$ cat src/edpc_pkg.sv
/*
  Shared constants and types for the energy detect power control block.
  Assumes a single 20 MHz clock and a management port that has already
  decoded its serial framing into address, strobes and 16-bit data.
*/
`default_nettype none

package edpc_pkg;

  localparam int ADDR_W = 5;
  localparam int DATA_W = 16;
  localparam int THR_W  = 4;

  localparam logic [ADDR_W-1:0] EDC_ADDR = 5'h1D;

  localparam int EN_BIT        = 15;
  localparam int AUTO_WAKE_BIT = 14;
  localparam int AUTO_SLEEP_BIT = 13;
  localparam int MAN_BIT       = 12;
  localparam int BURST_DIS_BIT = 11;
  localparam int STATE_BIT     = 10;
  localparam int ERR_HIT_BIT   = 9;
  localparam int DATA_HIT_BIT  = 8;
  localparam int ERR_THR_MSB   = 7;
  localparam int ERR_THR_LSB   = 4;
  localparam int DATA_THR_MSB  = 3;
  localparam int DATA_THR_LSB  = 0;

  localparam logic             EN_RST         = 1'h0;
  localparam logic             AUTO_WAKE_RST  = 1'h1;
  localparam logic             AUTO_SLEEP_RST = 1'h1;
  localparam logic             BURST_DIS_RST  = 1'h0;
  localparam logic [THR_W-1:0] ERR_THR_RST    = 4'h1;
  localparam logic [THR_W-1:0] DATA_THR_RST   = 4'h1;

  localparam logic [2:0] BURST_FULL   = 3'h4;
  localparam logic [2:0] BURST_SINGLE = 3'h1;

  localparam int CLK_FREQ_HZ       = 20_000_000;
  localparam int IDLE_RESET_S      = 2;
  localparam int IDLE_RESET_CYCLES = CLK_FREQ_HZ * IDLE_RESET_S;
  localparam int PULSE_GAP_CYCLES  = 16;

  typedef enum logic {ST_ASLEEP, ST_AWAKE} edpc_state_t;

endpackage

`default_nettype wire

$ cat src/edpc_top.sv
/*
  Energy detect power control: event counting, power state machine,
  wake pulse bursts and the energy detect control register.
  Assumes line detector outputs are asynchronous pins and that the
  register port strobes are single-cycle and synchronous to clk.
*/
`timescale 1ns/1ps
`default_nettype none

module edpc_top
  import edpc_pkg::*;
#(
  parameter int IDLE_CYCLES = edpc_pkg::IDLE_RESET_CYCLES,
  parameter int PULSE_GAP   = edpc_pkg::PULSE_GAP_CYCLES
)
(
  input  wire logic                        clk,           // 20 MHz clock
  input  wire logic                        resetn,        // sync reset, active low
  input  wire logic                        edDataPin,     // data event from line detector
  input  wire logic                        edErrPin,      // error event from line detector
  input  wire logic                        lineEnergyPin, // energy present on line
  input  wire logic [edpc_pkg::ADDR_W-1:0] regAddr,       // register address
  input  wire logic                        regWrEn,       // write strobe
  input  wire logic                        regRdEn,       // read strobe
  input  wire logic [edpc_pkg::DATA_W-1:0] regWrData,     // write data
  output logic      [edpc_pkg::DATA_W-1:0] regRdData,     // read data
  output logic                             wakeState,     // transceiver powered up
  output logic                             edPulse        // energy detect pulse out
);

  import edpc_pkg::*;

  logic [2:0] syncA_reg, syncA_next;
  logic [2:0] syncB_reg, syncB_next;
  logic [1:0] prev_reg, prev_next;

  logic dataEv;
  logic errEv;
  logic energyLvl;

  always_comb
  begin
    syncA_next = {lineEnergyPin, edErrPin, edDataPin};
    syncB_next = syncA_reg;
    prev_next  = syncB_reg[1:0];
  end

  always_ff @(posedge clk)
  begin
    if (!resetn)
    begin
      syncA_reg <= 3'h0;
      syncB_reg <= 3'h0;
      prev_reg  <= 2'h0;
    end
    else
    begin
      syncA_reg <= syncA_next;
      syncB_reg <= syncB_next;
      prev_reg  <= prev_next;
    end
  end

  assign dataEv    = syncB_reg[0] & ~prev_reg[0];
  assign errEv     = syncB_reg[1] & ~prev_reg[1];
  assign energyLvl = syncB_reg[2];

  logic                enable_reg, enable_next;
  logic                autoWake_reg, autoWake_next;
  logic                autoSleep_reg, autoSleep_next;
  logic                manual_reg, manual_next;
  logic                burstDis_reg, burstDis_next;
  logic [THR_W-1:0]    errThr_reg, errThr_next;
  logic [THR_W-1:0]    dataThr_reg, dataThr_next;
  logic                errHit_reg, errHit_next;
  logic                dataHit_reg, dataHit_next;
  logic [DATA_W-1:0]   rdData_reg, rdData_next;
  edpc_state_t         state_reg, state_next;
  logic [2:0]          burstLeft_reg, burstLeft_next;
  logic [15:0]         gapCnt_reg, gapCnt_next;
  logic                edPulse_reg, edPulse_next;
  logic [31:0]         idleCnt_reg, idleCnt_next;

  logic                wr;
  logic                rd;
  logic                idleTimeout;
  logic                clearCnt;
  logic                dataReach;
  logic                errReach;
  logic [THR_W-1:0]    dataCount;
  logic [THR_W-1:0]    errCount;
  logic [DATA_W-1:0]   regValue;

  assign wr          = regWrEn && (regAddr == EDC_ADDR);
  assign rd          = regRdEn && (regAddr == EDC_ADDR);
  assign idleTimeout = (idleCnt_reg == 32'(IDLE_CYCLES - 1));
  assign clearCnt    = !enable_reg || idleTimeout;

  edpc_event_counter #(.WIDTH(THR_W)) dataCounter
  (
    .clk       (clk),
    .resetn    (resetn),
    .clear     (clearCnt),
    .eventIn   (dataEv),
    .threshold (dataThr_reg),
    .count     (dataCount),
    .reach     (dataReach)
  );

  edpc_event_counter #(.WIDTH(THR_W)) errCounter
  (
    .clk       (clk),
    .resetn    (resetn),
    .clear     (clearCnt),
    .eventIn   (errEv),
    .threshold (errThr_reg),
    .count     (errCount),
    .reach     (errReach)
  );

  always_comb
  begin
    regValue = '0;
    regValue[EN_BIT]         = enable_reg;
    regValue[AUTO_WAKE_BIT]  = autoWake_reg;
    regValue[AUTO_SLEEP_BIT] = autoSleep_reg;
    regValue[MAN_BIT]        = manual_reg;
    regValue[BURST_DIS_BIT]  = burstDis_reg;
    regValue[STATE_BIT]      = (state_reg == ST_AWAKE);
    regValue[ERR_HIT_BIT]    = errHit_reg;
    regValue[DATA_HIT_BIT]   = dataHit_reg;
    regValue[ERR_THR_MSB:ERR_THR_LSB]   = errThr_reg;
    regValue[DATA_THR_MSB:DATA_THR_LSB] = dataThr_reg;
  end

  always_comb
  begin
    enable_next    = enable_reg;
    autoWake_next  = autoWake_reg;
    autoSleep_next = autoSleep_reg;
    burstDis_next  = burstDis_reg;
    errThr_next    = errThr_reg;
    dataThr_next   = dataThr_reg;
    manual_next    = 1'b0;
    if (wr)
    begin
      enable_next    = regWrData[EN_BIT];
      autoWake_next  = regWrData[AUTO_WAKE_BIT];
      autoSleep_next = regWrData[AUTO_SLEEP_BIT];
      manual_next    = regWrData[MAN_BIT];
      burstDis_next  = regWrData[BURST_DIS_BIT];
      errThr_next    = regWrData[ERR_THR_MSB:ERR_THR_LSB];
      dataThr_next   = regWrData[DATA_THR_MSB:DATA_THR_LSB];
    end
    // set beats clear-on-read
    errHit_next  = errReach | (errHit_reg & ~rd);
    dataHit_next = dataReach | (dataHit_reg & ~rd);
    if (rd)
      rdData_next = regValue;
    else if (regRdEn)
      rdData_next = '0;
    else
      rdData_next = rdData_reg;
    if (dataEv || !enable_reg || idleTimeout)
      idleCnt_next = '0;
    else
      idleCnt_next = idleCnt_reg + 32'h1;
  end

  always_comb
  begin
    state_next     = state_reg;
    burstLeft_next = burstLeft_reg;
    gapCnt_next    = gapCnt_reg;
    edPulse_next   = 1'b0;
    if (state_reg == ST_AWAKE && burstLeft_reg != 3'h0)
    begin
      if (gapCnt_reg == 16'h0)
      begin
        edPulse_next   = 1'b1;
        burstLeft_next = burstLeft_reg - 3'h1;
        gapCnt_next    = 16'(PULSE_GAP);
      end
      else
        gapCnt_next = gapCnt_reg - 16'h1;
    end
    if (enable_reg)
    begin
      case (state_reg)
        ST_ASLEEP:
        begin
          if (manual_reg || (autoWake_reg && dataReach))
          begin
            state_next     = ST_AWAKE;
            burstLeft_next = burstDis_reg ? BURST_SINGLE : BURST_FULL;
            gapCnt_next    = 16'h0;
          end
        end
        ST_AWAKE:
        begin
          if (manual_reg || (autoSleep_reg && !energyLvl))
          begin
            state_next     = ST_ASLEEP;
            burstLeft_next = 3'h0;
          end
        end
        default:
          state_next = ST_ASLEEP;
      endcase
    end
  end

  always_ff @(posedge clk)
  begin
    if (!resetn)
    begin
      enable_reg    <= EN_RST;
      autoWake_reg  <= AUTO_WAKE_RST;
      autoSleep_reg <= AUTO_SLEEP_RST;
      manual_reg    <= 1'b0;
      burstDis_reg  <= BURST_DIS_RST;
      errThr_reg    <= ERR_THR_RST;
      dataThr_reg   <= DATA_THR_RST;
      errHit_reg    <= 1'b0;
      dataHit_reg   <= 1'b0;
      rdData_reg    <= '0;
      idleCnt_reg   <= '0;
      state_reg     <= ST_ASLEEP;
      burstLeft_reg <= 3'h0;
      gapCnt_reg    <= 16'h0;
      edPulse_reg   <= 1'b0;
    end
    else
    begin
      enable_reg    <= enable_next;
      autoWake_reg  <= autoWake_next;
      autoSleep_reg <= autoSleep_next;
      manual_reg    <= manual_next;
      burstDis_reg  <= burstDis_next;
      errThr_reg    <= errThr_next;
      dataThr_reg   <= dataThr_next;
      errHit_reg    <= errHit_next;
      dataHit_reg   <= dataHit_next;
      rdData_reg    <= rdData_next;
      idleCnt_reg   <= idleCnt_next;
      state_reg     <= state_next;
      burstLeft_reg <= burstLeft_next;
      gapCnt_reg    <= gapCnt_next;
      edPulse_reg   <= edPulse_next;
    end
  end

  assign regRdData = rdData_reg;
  assign wakeState = (state_reg == ST_AWAKE);
  assign edPulse   = edPulse_reg;
endmodule

`default_nettype wire

$ cat src/edpc_event_counter.sv
/*
  Saturating event counter with threshold detect.
  Assumes eventIn is a one-cycle pulse already in the clk domain.
*/
`timescale 1ns/1ps
`default_nettype none

module edpc_event_counter
#(
  parameter int WIDTH = 4
)
(
  input  wire logic             clk,       // system clock
  input  wire logic             resetn,    // sync reset, active low
  input  wire logic             clear,     // zero the count
  input  wire logic             eventIn,   // one event
  input  wire logic [WIDTH-1:0] threshold, // count that triggers
  output logic      [WIDTH-1:0] count,     // current count
  output logic                  reach      // event met threshold
);

  logic [WIDTH-1:0] count_reg;
  logic [WIDTH-1:0] count_next;
  logic [WIDTH-1:0] countInc;

  always_comb
  begin
    countInc = (count_reg == {WIDTH{1'b1}}) ? count_reg : count_reg + WIDTH'(1);
    count_next = count_reg;
    reach = 1'b0;
    if (clear)
    begin
      count_next = '0;
    end
    else if (eventIn)
    begin
      count_next = countInc;
      reach = (countInc >= threshold);
    end
  end

  always_ff @(posedge clk)
  begin
    if (!resetn)
      count_reg <= '0;
    else
      count_reg <= count_next;
  end

  assign count = count_reg;

endmodule

`default_nettype wire

$ cat config.mk
export PLATFORM = sky130hd
export DESIGN_NAME = edpc_top
export DESIGN_NICKNAME = d
export VERILOG_FILES = /design/src/edpc_pkg.sv /design/src/edpc_top.sv /design/src/edpc_event_counter.sv
export SDC_FILE = /design/constraint.sdc
export NUM_CORES = 1
export LEC_CHECK = 0
export ABC_AREA = 1
export BUFFER_PORTS_ARGS = -buffer_cell sky130_fd_sc_hd__buf_2
export CAP_MARGIN = 20
export CORE_MARGIN = 4
export CORE_UTILIZATION = 64
export CTS_BUF_LIST = sky130_fd_sc_hd__clkbuf_8 sky130_fd_sc_hd__clkbuf_16
export CTS_CLUSTER_DIAMETER = 30
export DETAILED_ROUTE_END_ITERATION = 12
export PLACE_DENSITY_LB_ADDON = 0.15
export REMOVE_ABC_BUFFERS = 1
export SKIP_LAST_GASP = 1
export SYNTH_ARGS = -nofsm -noshare
export SYNTH_HDL_FRONTEND = slang
export SYNTH_SLANG_ARGS = --single-unit
$ cat constraint.sdc
create_clock -name clk -period 4 [get_ports clk]
set_clock_uncertainty 0.05 [all_clocks]
set_input_delay 0.2 -clock clk [delete_from_list [all_inputs] [get_ports clk]]
set_output_delay 0.2 -clock clk [all_outputs]
set_load 0.02 [all_outputs]
==> summary.txt, run 1 <==
Run status
  – Status: complete, no violations

Timing
  – FMAX: 388.1 MHz
  – Hold slack final: 0.03114 ns
  – Worst slew margin relative to its limit: 49.57%
  – Period utilisation layout: 64.41%
  – Minimum clock period: 2.577 ns
  – Slew @ Worst Pin: 0.7543 ns
  – Final setup fails: 0
  – RSZ-0062 raised after global routing: no
  – Setup TNS: 0 ns
  – Final Max Slew Viols: 0
  – Final hold violation count: 0

Power
  – Total power: about 1.7 mW
  – Sequential share of power: 60.0%
  – Max VDD drop: about 0.00023 V
  – Power per cell area: between 300 and 400 nW/um2
  – Clk pwr share: 36.9%
  – Gate power share: 3.0%
  – Static Leakage: 2.136 nW
  – P_sw: between 0.3 and 0.4 mW
  – Switching Fraction: 22.18%
  – Cell internal pwr: 1.299 mW

Logic synthesis
  – Yosys warns: 0
  – Top cells by area, synth: dfxtp_1 (41%), inv_1 (9.5%), nand2_1 (9.5%)
  – List of most frequent post-synthesis cells: inv_1 (123), nand2_1 (123), dfxtp_1 (100)
  – Yosys cell types: 32
  – Synthesized cell area: between 4000 and 5000 um2
  – Syn Area/Cell: 7.123 um2
  – Post-synth top area cell: dfxtp_1
  – Post-synthesis sequential area ratio: 41.33%
  – Post-synth EDFFs: 0
  – Post-synth top flop: dfxtp_1
  – Async SR Flop Fraction: 0%
  – Share of the synthesized area in the top cell type: 41.33%
  – Synth Instances: 680
  – Synth Register Bits: 100

Detailed routing
  – Max Used Layer: met4
  – Drt wl/cell: 12.08 um
  – DRT Wirelength: 10030 um
  – WL met2: a little over 5000 um
  – Antenna-violating nets left: 0
  – Via/cell ratio: 5.178
  – DRC: 0
  – Initial drt markers: between 150 and 200
  – Via Count: ~4300
  – WL met1: 4266 um
  – Met3 WL: about 430 um
  – DR pass1 iterations: 4

Place
  – GPL Wtd Cong: 0.8997
  – Placed wire-length estimate: slightly above 7000 um
  – Port Buffers: 42

Layout
  – Fillers: 606
  – Share of layout cells above drive strength 1: 12.86%
  – Max FFs per register: 32
  – Net count reported at finish: 768
  – Reg area: 2002 um2
  – Diode count: 0
  – Multi-input gate area in the final layout: 2300 um2
  – P&R area growth vs syn: 10.67%

Floorplanning
  – Die H: 95.00 um
  – Die span in x: 95.00 um
  – Initial Util: 66.42%
  – Core footprint: 7292 um2
  – Num ports: 46
  – Full die area: 9024 um2
  – Number of cell rows: 31

Worst setup path
  – Startpoint Class: flop
  – Req. time, crit path: 4.23 ns
  – Worst reg2reg startpoint: dataCounter.count[0]
  – CP Launch Point: dataCounter.count[0]
  – Maximum fanout along the worst path: 13
  – Crit path capture type: flop
  – WS Path Type: reg -> reg
  – Critical Path AT: 2.81 ns

Clocking
  – CTS Buf Count: 9
  – # clock sinks: 100
  – Reg clk slew, reported paths: roughly 0.09 ns
  – Post-CTS Setup Repair Bufs: 0
  – Root Driver: clkbuf_8
  – Post_cts resized: 0
  – Max H-tree Level: 3
  – Worst skew pair latency: 0.36 ns
  – CTS tree: done
  – Clock buffer depth: 2

Hold path
  – Worst Hold Class: in -> reg
  – Hold path start: regWrData[14]

Global routing
  – Gr usage total: 23.98%
  – Initial antenna violation count: 0
  – Largest net degree at the start of global routing: 30
  – Global-route wire length before repair: ~17000 um
  – Gr ovfl total: 0
  – Vias in the first global route: 4209

Flow run
  – Max Cap Viol: 0
-- worst paths after layout --
check | slack (ns) | to | cells after the start
worst min register to register | 0.38 | syncB_reg[2] | 2
worst max-delay path | 1.42 | gapCnt_reg[11] | 16
worst max register to register | 1.42 | gapCnt_reg[11] | 16
worst min-delay path | 0.03 | autoWake_reg | 3
-- placed cells by master, fill, tap and decap left out, drive strengths merged --
cell type and count:
clkinv 2, nand4 12, clkinvlp 1, ha 14, nor2 114, nand2 128
dlygate4sd3 6, inv 126, nor3 16, nand3 25, xnor2 9, o211ai 5
or2 6, dfxtp 100, clkbuf 12, nor3b 7, and3 2, o22ai 16
o31ai 1, or3 1, buf 42, xor2 15, o21ai 24, nand3b 2
nor4 6, a21oi 39
-- area by class of cell --
| class | count | share of cell area [%] |
|---|---|---|
| Multi-Input combinational cell | 442 | 42.90 |
| Sequential cell | 100 | 37.35 |
| Inverter | 125 | 8.754 |
| Timing Repair Buffer | 48 | 5.042 |
| Clock buffer | 12 | 3.081 |
| Tap cell | 99 | 2.311 |
| Clock inverter | 4 | 0.5602 |
-- per-stage QoR --
stage                     area, um2  worst slack, ns  std cells  util [%]
after CTS                      5360            1.415        830     73.51
after detailed placement       5105            1.499        808     70.01
after global placement         5105            1.591        808     70.01
after global routing           5360            1.035        830     73.51
after floorplan                4771            1.835        667         -
final                          5360            1.423        830     73.51
-- worst max-delay path, stage by stage, from the launching register on --
cell	delay, ns
dfxtp_1	0.42
ha_1	0.21
nand2_1	0.08
nor2_1	0.13
inv_1	0.10
or2_2	0.30
nand2_1	0.07
ha_1	0.23
nand3_1	0.09
nand3_1	0.08
nand2_1	0.08
inv_1	0.06
nand4_1	0.07
nand2_1	0.10
nand2_2	0.13
nand2_2	0.17
a21oi_1	0.16
-- logic make-up (layout without fill, tap and decap cells) --
family / Yosys count / count (layout) / share of synthesized area, %
and+or+nand+nor: 319 / 319 / 29.79
buffers and inverters: 138 / 189 / 11.19
AOI/OAI and AO/OA: 85 / 85 / 9.739
adders and majority gates: 14 / 14 / 3.617
xor gates and xnor gates: 24 / 24 / 4.340
DFF: 100 / 100 / 41.33
-- per-layer routing --
layer,track usage [%],up-vias
li1,-,2232
met1,26.52,1964
met2,44.45,84
met3,5.259,18
met4,9.014,0
met5,0,-
-- power groups by stage --
stage	combinational (mW)	sequential, mW	clock (mW)
2_1_floorplan	0.0215	1.03	0
3_3_place_gp	0.0445	1.03	0
3_5_place_dp	0.0459	1.03	0
4_1_cts	0.0506	1.00	0.633
5_1_grt	0.0578	1.00	0.669
6_report	0.0509	1.00	0.617
-- what timing repair did --
action,4_1_cts,5_1_grt
hold endpoints to repair,6,0
hold buffers,6,0
setup endpoints to repair,0,0
Note: power is estimated with default switching activity, not from simulation.
==> inputs of run 2 (changes only) <==
ABC_AREA = 0   (was 1)
CORE_UTILIZATION = 53   (was 64)
clock period = 2.3 ns   (was 4 ns; I/O delays follow)
==> run 2 against run 1 <==
Against the previous run: sequential power up 74%; area after synthesis fell by 10%; worst hold slack better by 0.012 ns; register-to-register slack worse by 1.3 ns; first-iteration DRC count decreased by 24%; routed wire length fell by 9.9%; final cell count is 17% lower; clock power rose by 69%; via count decreased by 16%; die area up 7.7%; design area decreased by 1.5%; sequential cell count unchanged; largest power group unchanged.
==> summary.txt, run 2 <==
Power
  – Power per cell area: 546.6 nW/um2 (+75%)
  – Max VDD drop: 0.0004357 V (+91%)
  – Static Leakage: 2.029 nW (-5.0%)

Logic synthesis
  – Post-Synth Adder-Cell Area: 4.029% (+0.41 points)
  – Most common cell in the synthesized netlist: dfxtp_1
  – XOR/XNOR Fraction of Synth Area: 9.266% (+4.9 points)
  – Syn Area/Cell: 8.559 um2 (+20%)
  – Compound-Gate Fraction of Synth Area: 7.482% (-2.3 points)
  – List of most frequent post-synthesis cells: dfxtp_1 (100), nor2_1 (93), nand2_1 (50)
  – Post-synth EDFFs: 0 (unchanged)
  – Synthesized cell area: 4348 um2 (-10%)
  – Synth Area in Simple Gates: 27.86% (-1.9 points)
  – Combinational family with the most area after synthesis: simple AND/OR/NAND/NOR gates
  – Post-synth top flop: dfxtp_1
  – Post-synth top area cell: dfxtp_1
  – Synth Instances: 508 (-25%)
  – Yosys cell types: 44 (+38%)
  – Async SR Flop Fraction: 0% (unchanged)
  – Share of the synthesized area in the top cell type: 46.04% (+4.7 points)
  – Post-synthesis mux area share: 2.360% (+2.4 points)
  – Yosys warns: 0 (unchanged)
  – Top cells by area, synth: dfxtp_1 (46%), nor2_1 (8.0%), xor2_1 (7.1%)
  – Post-synthesis sequential area ratio: 46.04% (+4.7 points)
  – Synth Register Bits: 100 (unchanged)

Layout
  – P&R area growth vs syn: 21.47%
  – Diode count: 0 (unchanged)
  – Max FFs per register: 32 (unchanged)
  – Most frequent cells in the layout: dfxtp_1 (97), nor2_1 (93), nand2_1 (50)
  – Share of layout cells above drive strength 1: 18.31% (+5.4 points)
  – Post-route cell area: 5281 um2 (-1.5%)
  – Commonest non-fill, non-tap cell in the layout: dfxtp_1
  – Net count reported at finish: 627 (-18%)

Detailed routing
  – DRC: 0 (unchanged)
  – Initial drt markers: 145 (-24%)
  – Antenna-violating nets left: 0 (unchanged)
  – Via Count: 3608 (-16%)
  – DRT Wirelength: 9036 um (-9.9%)
  – DR pass1 iterations: 4 (unchanged)
  – Via/cell ratio: 5.214 (+0.69%)
  – Drt wl/cell: 13.06 um (+8.1%)

Clocking
  – Reg clk slew, reported paths: 0.10 ns (about the same)
  – CTS Buf Count: 9 (unchanged)
  – CTS tree: done
  – Root Driver: clkbuf_8
  – Worst skew pair latency: 0.37 ns (about the same)
  – # clock sinks: 100 (unchanged)
  – Max H-tree Level: 3 (unchanged)
  – Clock buffer depth: 2 (unchanged)

Global routing
  – Vias in the first global route: 3460 (-18%)
  – M2 GR Usage: 31.93% (-13 points)
  – Gr usage total: 19.50% (-4.5 points)
  – Largest net degree at the start of global routing: 33 (+10%)
  – Met1 usage: 25.75% (-0.77 points)
  – Initial antenna violation count: 0 (unchanged)
  – Global Route met3 Usage: 5.520% (+0.26 points)
  – GR peak layer: met2
  – Gr ovfl total: 0 (unchanged)
  – Global-route wire length before repair: 15750 um (-9.8%)

Place
  – GPL Wtd Cong: 0.8053 (-10%)
  – Placed wire-length estimate: 6066 um (-16%)
  – Pre-CTS setup slack: -0.1024 ns (-1.601 ns)
  – Port Buffers: 42 (unchanged)
  – Post-DP Area: 4776 um2 (-6.4%)

Worst setup path
  – WP buf/inv: 2 (unchanged)
  – CP max stage cell: dfxtp_2
  – Critical Path End: burstLeft_reg[0]
  – Crit path depth: 10 (-6)
  – CP Cell Sequence: ha_4, nand3_2, mux2_4, ha_4, o21ai_2, a21oi_2, a41oi_4, buf_12, buf_6, a211oi_2
  – Startpoint Class: flop
  – CP Launch Point: dataCounter.count[1]
  – Worst R2R End: burstLeft_reg[0]
  – R2R cell count: 10 (-6)
  – Delay-heaviest family, CP: compound AO/OA/AOI/OAI gates
  – Maximum fanout along the worst path: 8 (-5)
  – Top cell by count, worst path: ha_4
  – WS Path Type: reg -> reg
  – Req. time, crit path: 2.54 ns (-1.69 ns)
  – R2r setup slk: 0.08 ns (-1.34 ns)
  – Critical Path AT: 2.45 ns (-0.36 ns)
  – Worst reg2reg startpoint: dataCounter.count[1]
  – Crit path capture type: flop
  – Critical path's largest stage delay: 0.37 ns (-0.05 ns)

Floorplanning
  – Full die area: 9717 um2 (+7.7%)
  – Die span in x: 98.58 um (+3.8%)
  – Core footprint: 7848 um2 (+7.6%)
  – Num ports: 46 (unchanged)
  – Initial Util: 55.40% (-11 points)
  – Die H: 98.58 um (+3.8%)
  – Number of cell rows: 32 (+3.2%)

Timing
  – Final hold violation count: 0 (unchanged)
  – Final worst slack: 0.08382 ns (-1.340 ns)
  – Slew @ Worst Pin: 0.6694 ns (-0.08485 ns)
  – FMAX: 451.2 MHz (+16%)
  – Period utilisation layout: 96.36% (+32 points)
  – Final setup fails: 0 (unchanged)
  – Minimum clock period: 2.216 ns (-0.3604 ns)
  – Worst slew margin relative to its limit: 55.37% (+5.8 points)
  – Final Max Slew Viols: 0 (unchanged)

Hold path
  – Hold Path Stages: 2 (-1)
  – Worst Hold Class: in -> reg
  – Hold path start: resetn

Run status
  – Status: complete, no violations

Flow run
  – Max Cap Viol: 0 (unchanged)
-- run 2: cell types whose count changed in the layout (fill, tap and decap cells not counted), sizes merged, moves of 19 or more --
cell   before  now
nor2b       0   20
nor2      114   93
inv       126   17
xor2       15   35
nand2     128   52
buf        42   67
o21ai      24    5
-- run 2: how the worst min path moves through the flow --
stage / to / slack [ns]
final: autoWake_reg / 0.04
after floorplan: autoSleep_reg / 0.14
after global placement: syncA_reg[0] / 0.27
after global routing: autoWake_reg / 0.02
after detailed placement: syncA_reg[0] / 0.28
after CTS: autoWake_reg / 0.02
-- run 2: stage by stage --
| stage | instances | hold slack (ns) | util, % | power, mW | setup TNS (ns) |
|---|---|---|---|---|---|
| 4_1_cts | 689 | 0.01811 | 65.82 | 2.916 | -0.01241 |
| 6_report | 692 | 0.04356 | 67.30 | 2.887 | 0 |
| 5_1_grt | 692 | 0.02231 | 67.30 | 3.000 | -0.02784 |
| 2_1_floorplan | 490 | 0.1368 | - | 1.812 | 0 |
| 3_3_place_gp | 654 | 0.2717 | 60.86 | 1.855 | -0.6533 |
| 3_5_place_dp | 654 | 0.2766 | 60.86 | 1.856 | -1.297 |
-- run 2: cells by family (layout without fill, tap and decap cells) --
logic type,count (synthesis),after routing
and+or+nand+nor,253,254
DFF,100,100
AOI/OAI and AO/OA,52,52
xor gates and xnor gates,46,46
buffers and inverters,33,114
adders and majority gates,14,14
muxes,10,10
-- run 2: final cells by class --
class	instances	area, um2
clock inverters	6	46.29
clock buffers	10	137.6
repair buffers	83	594.3
well taps	102	127.6
inverters	15	56.30
flip-flops and latches	100	2006
fillers	672	2566
multi-input cells	376	2313
-- run 2: report_power, final --
part           total [mW]  switching (mW)  internal [mW]
sequential           1.74         0.00363           1.74
combinational       0.101          0.0517         0.0489
clock                1.04           0.614          0.431
total                2.89           0.669           2.22
-- run 2: layer usage --
metal,vias up,wire length [um]
met5,-,0
li1,1848,-
met3,5,471
met2,70,4259
met1,1685,4241
met4,0,65
-- run 2: timing repair --
action / CTS / global route
endpoints found under the setup margin: 18 / 52
gates resized for setup: 6 / 17
setup buffers: 2 / 3
endpoints found under the hold margin: 16 / 0
gates cloned: 1 / 0
hold buffers: 16 / 0
pin swaps: 3 / 9
==> inputs of run 3 (changes only) <==
PLACE_DENSITY_LB_ADDON = 0.12   (was 0.15)
==> run 3 against run 2 <==
Against the previous run: power increased by 2.0%; routed wire length increased by 2.3%; highest routed layer unchanged; non-clock buffer count decreased by 1; sequential power about the same; clock-buffer cell count decreased by 1; worst setup slack got worse by 0.026 ns; critical path depth increased by 2; die area unchanged; global-route usage decreased by 0.071 points.
==> summary.txt, run 3 (same netlist as run 2, synthesis figures left out) <==
Timing
  – RSZ-0062 raised after global routing: yes
  – Period utilisation layout: 97.49% (+1.1 points)
  – FMAX: 446.0 MHz (-1.2%)
  – Final hold violation count: 0 (unchanged)
  – Worst slew margin relative to its limit: 53.67% (-1.7 points)
  – Setup TNS: 0 ns (unchanged)
  – Final Max Slew Viols: 0 (unchanged)
  – Hold slack final: 0.1066 ns (+0.06306 ns)
  – Slew @ Worst Pin: 0.6949 ns (+0.02545 ns)
  – Minimum clock period: 2.242 ns (+0.02613 ns)
  – Final setup fails: 0 (unchanged)

Worst setup path
  – Startpoint Class: flop
  – WP buf/inv: 2 (unchanged)
  – Delay-heaviest family, CP: compound AO/OA/AOI/OAI gates
  – Crit path capture type: flop
  – Critical path's largest stage delay: 0.35 ns (-0.02 ns)
  – WS Path Type: reg -> reg
  – Critical Path AT: 2.47 ns (+0.02 ns)
  – Top cell by count, worst path: nor2_1
  – Maximum fanout along the worst path: 5 (-3)
  – CP Cell Sequence: buf_4, nand3_1, nor2_1, mux2i_1, ha_1, o21a_1, o21ai_2, a21oi_4, a41oi_4, buf_12, nor2_1, a211oi_2
  – CP max stage cell: dfxtp_2
  – Req. time, crit path: 2.52 ns (-0.02 ns)

Floorplanning
  – Core footprint: 7848 um2 (unchanged)
  – Num ports: 46 (unchanged)
  – Number of cell rows: 32 (unchanged)
  – Die H: 98.58 um (unchanged)
  – Initial Util: 55.40% (unchanged)
  – Full die area: 9717 um2 (unchanged)
  – Die span in x: 98.58 um (unchanged)

Layout
  – Diode count: 0 (unchanged)
  – Fin util: 67.73% (+0.43 points)
  – Most frequent cells in the layout: dfxtp_1 (96), nor2_1 (93), nand2_1 (49)
  – Finished Layout Cells: 692 (unchanged)
  – Net count reported at finish: 627 (unchanged)
  – Share of layout cells above drive strength 1: 19.15% (+0.85 points)
  – P&R area growth vs syn: 22.24%
  – Fillers: 637 (-5.2%)
  – Commonest non-fill, non-tap cell in the layout: dfxtp_1
  – Max FFs per register: 32 (unchanged)

Clocking
  – Root Driver: clkbuf_8
  – Worst skew pair latency: 0.36 ns (about the same)
  – Max H-tree Level: 3 (unchanged)
  – Clock buffer depth: 2 (unchanged)
  – # clock sinks: 100 (unchanged)
  – Reg clk slew, reported paths: 0.10 ns (about the same)
  – CTS tree: done
  – CTS Buf Count: 9 (unchanged)

Place
  – Placed insts: 654 (unchanged)
  – Port Buffers: 42 (unchanged)
  – GPL Wtd Cong: 0.7771 (-3.5%)
  – Placed wire-length estimate: 6045 um (-0.35%)

Power
  – Static Leakage: 2.043 nW (+0.70%)
  – Max VDD drop: 0.0005892 V (+35%)
  – Power per cell area: 554.3 nW/um2 (+1.4%)

Detailed routing
  – DR pass1 iterations: 6 (+2)
  – Via Count: 3575 (-0.91%)
  – Initial drt markers: 88 (-39%)
  – DRT Wirelength: 9240 um (+2.3%)
  – Drt wl/cell: 13.35 um (+2.3%)
  – Via/cell ratio: 5.166 (-0.91%)
  – DRC: 0 (unchanged)
  – Antenna-violating nets left: 0 (unchanged)

Global routing
  – Global-route wire length before repair: 15680 um (-0.48%)
  – Gr usage total: 19.43% (-0.071 points)
  – Vias in the first global route: 3425 (-1.0%)
  – Largest net degree at the start of global routing: 33 (unchanged)
  – Initial antenna violation count: 0 (unchanged)
  – Gr ovfl total: 0 (unchanged)

Flow run
  – Max Cap Viol: 0 (unchanged)

Hold path
  – Worst Hold Class: in -> reg

Run status
  – Status: complete, no violations
run 3: final timing paths:
path | startpoint | end | slack, ns | cells past startpoint
setup reg to reg | dataCounter.count[0] | burstLeft_reg[0] | 0.06 | 12
hold / removal | resetn | autoSleep_reg | 0.11 | 2
hold reg to reg | syncA_reg[2] | syncB_reg[2] | 0.39 | 1
setup / recovery | dataCounter.count[0] | burstLeft_reg[0] | 0.06 | 12
run 3: final cells by class:
type | count | area [um2] | area share [%]
Multi-Input combinational cell | 377 | 2352 | 44.26
Sequential cell | 100 | 2007 | 37.76
Timing Repair Buffer | 82 | 579.3 | 10.90
Tap cell | 102 | 127.6 | 2.401
Clock buffer | 9 | 123.9 | 2.331
Clock inverter | 7 | 68.82 | 1.295
Inverter | 15 | 56.30 | 1.059
run 3: worst reg2reg max path: cells and delay by family (launching register included):
kind | cells | cell delay (ns)
and+or+nand+nor | 3 | 0.19
muxes | 1 | 0.22
adders and majority gates | 1 | 0.28
buffers and inverters | 2 | 0.31
DFF | 1 | 0.35
AOI/OAI and AO/OA | 5 | 0.77
run 3: routing by layer:
layer	up-vias	global-route usage (%)	wire (um)
met1	1668	26.29	4496
met2	51	31.36	4361
met5	-	0	0
li1	1851	-	-
met4	0	3.992	53
met3	5	5.308	328
run 3: per-stage QoR:
step                total power, mW  worst slack, ns  area [um2]
floorplan                     1.812          0.06859        4275
global placement              1.855         -0.03121        4776
detailed placement            1.857          -0.1090        4776
CTS                           2.974          0.01588        5225
global route                  3.050         -0.06954        5315
finish                        2.946          0.05769        5315
run 3: repair_timing:
action	CTS	global route
hold buffers	16	0
cloned	2	0
gates resized for setup	6	22
pin swaps	3	7
endpoints found under the hold margin	16	0
buffers inserted	4	0
endpoints found under the setup margin	19	53
run 3: power breakdown:
group,total (mW),switching [mW],internal (mW)
sequential,1.74,0.00364,1.74
combinational,0.102,0.0516,0.0502
clock,1.10,0.603,0.500
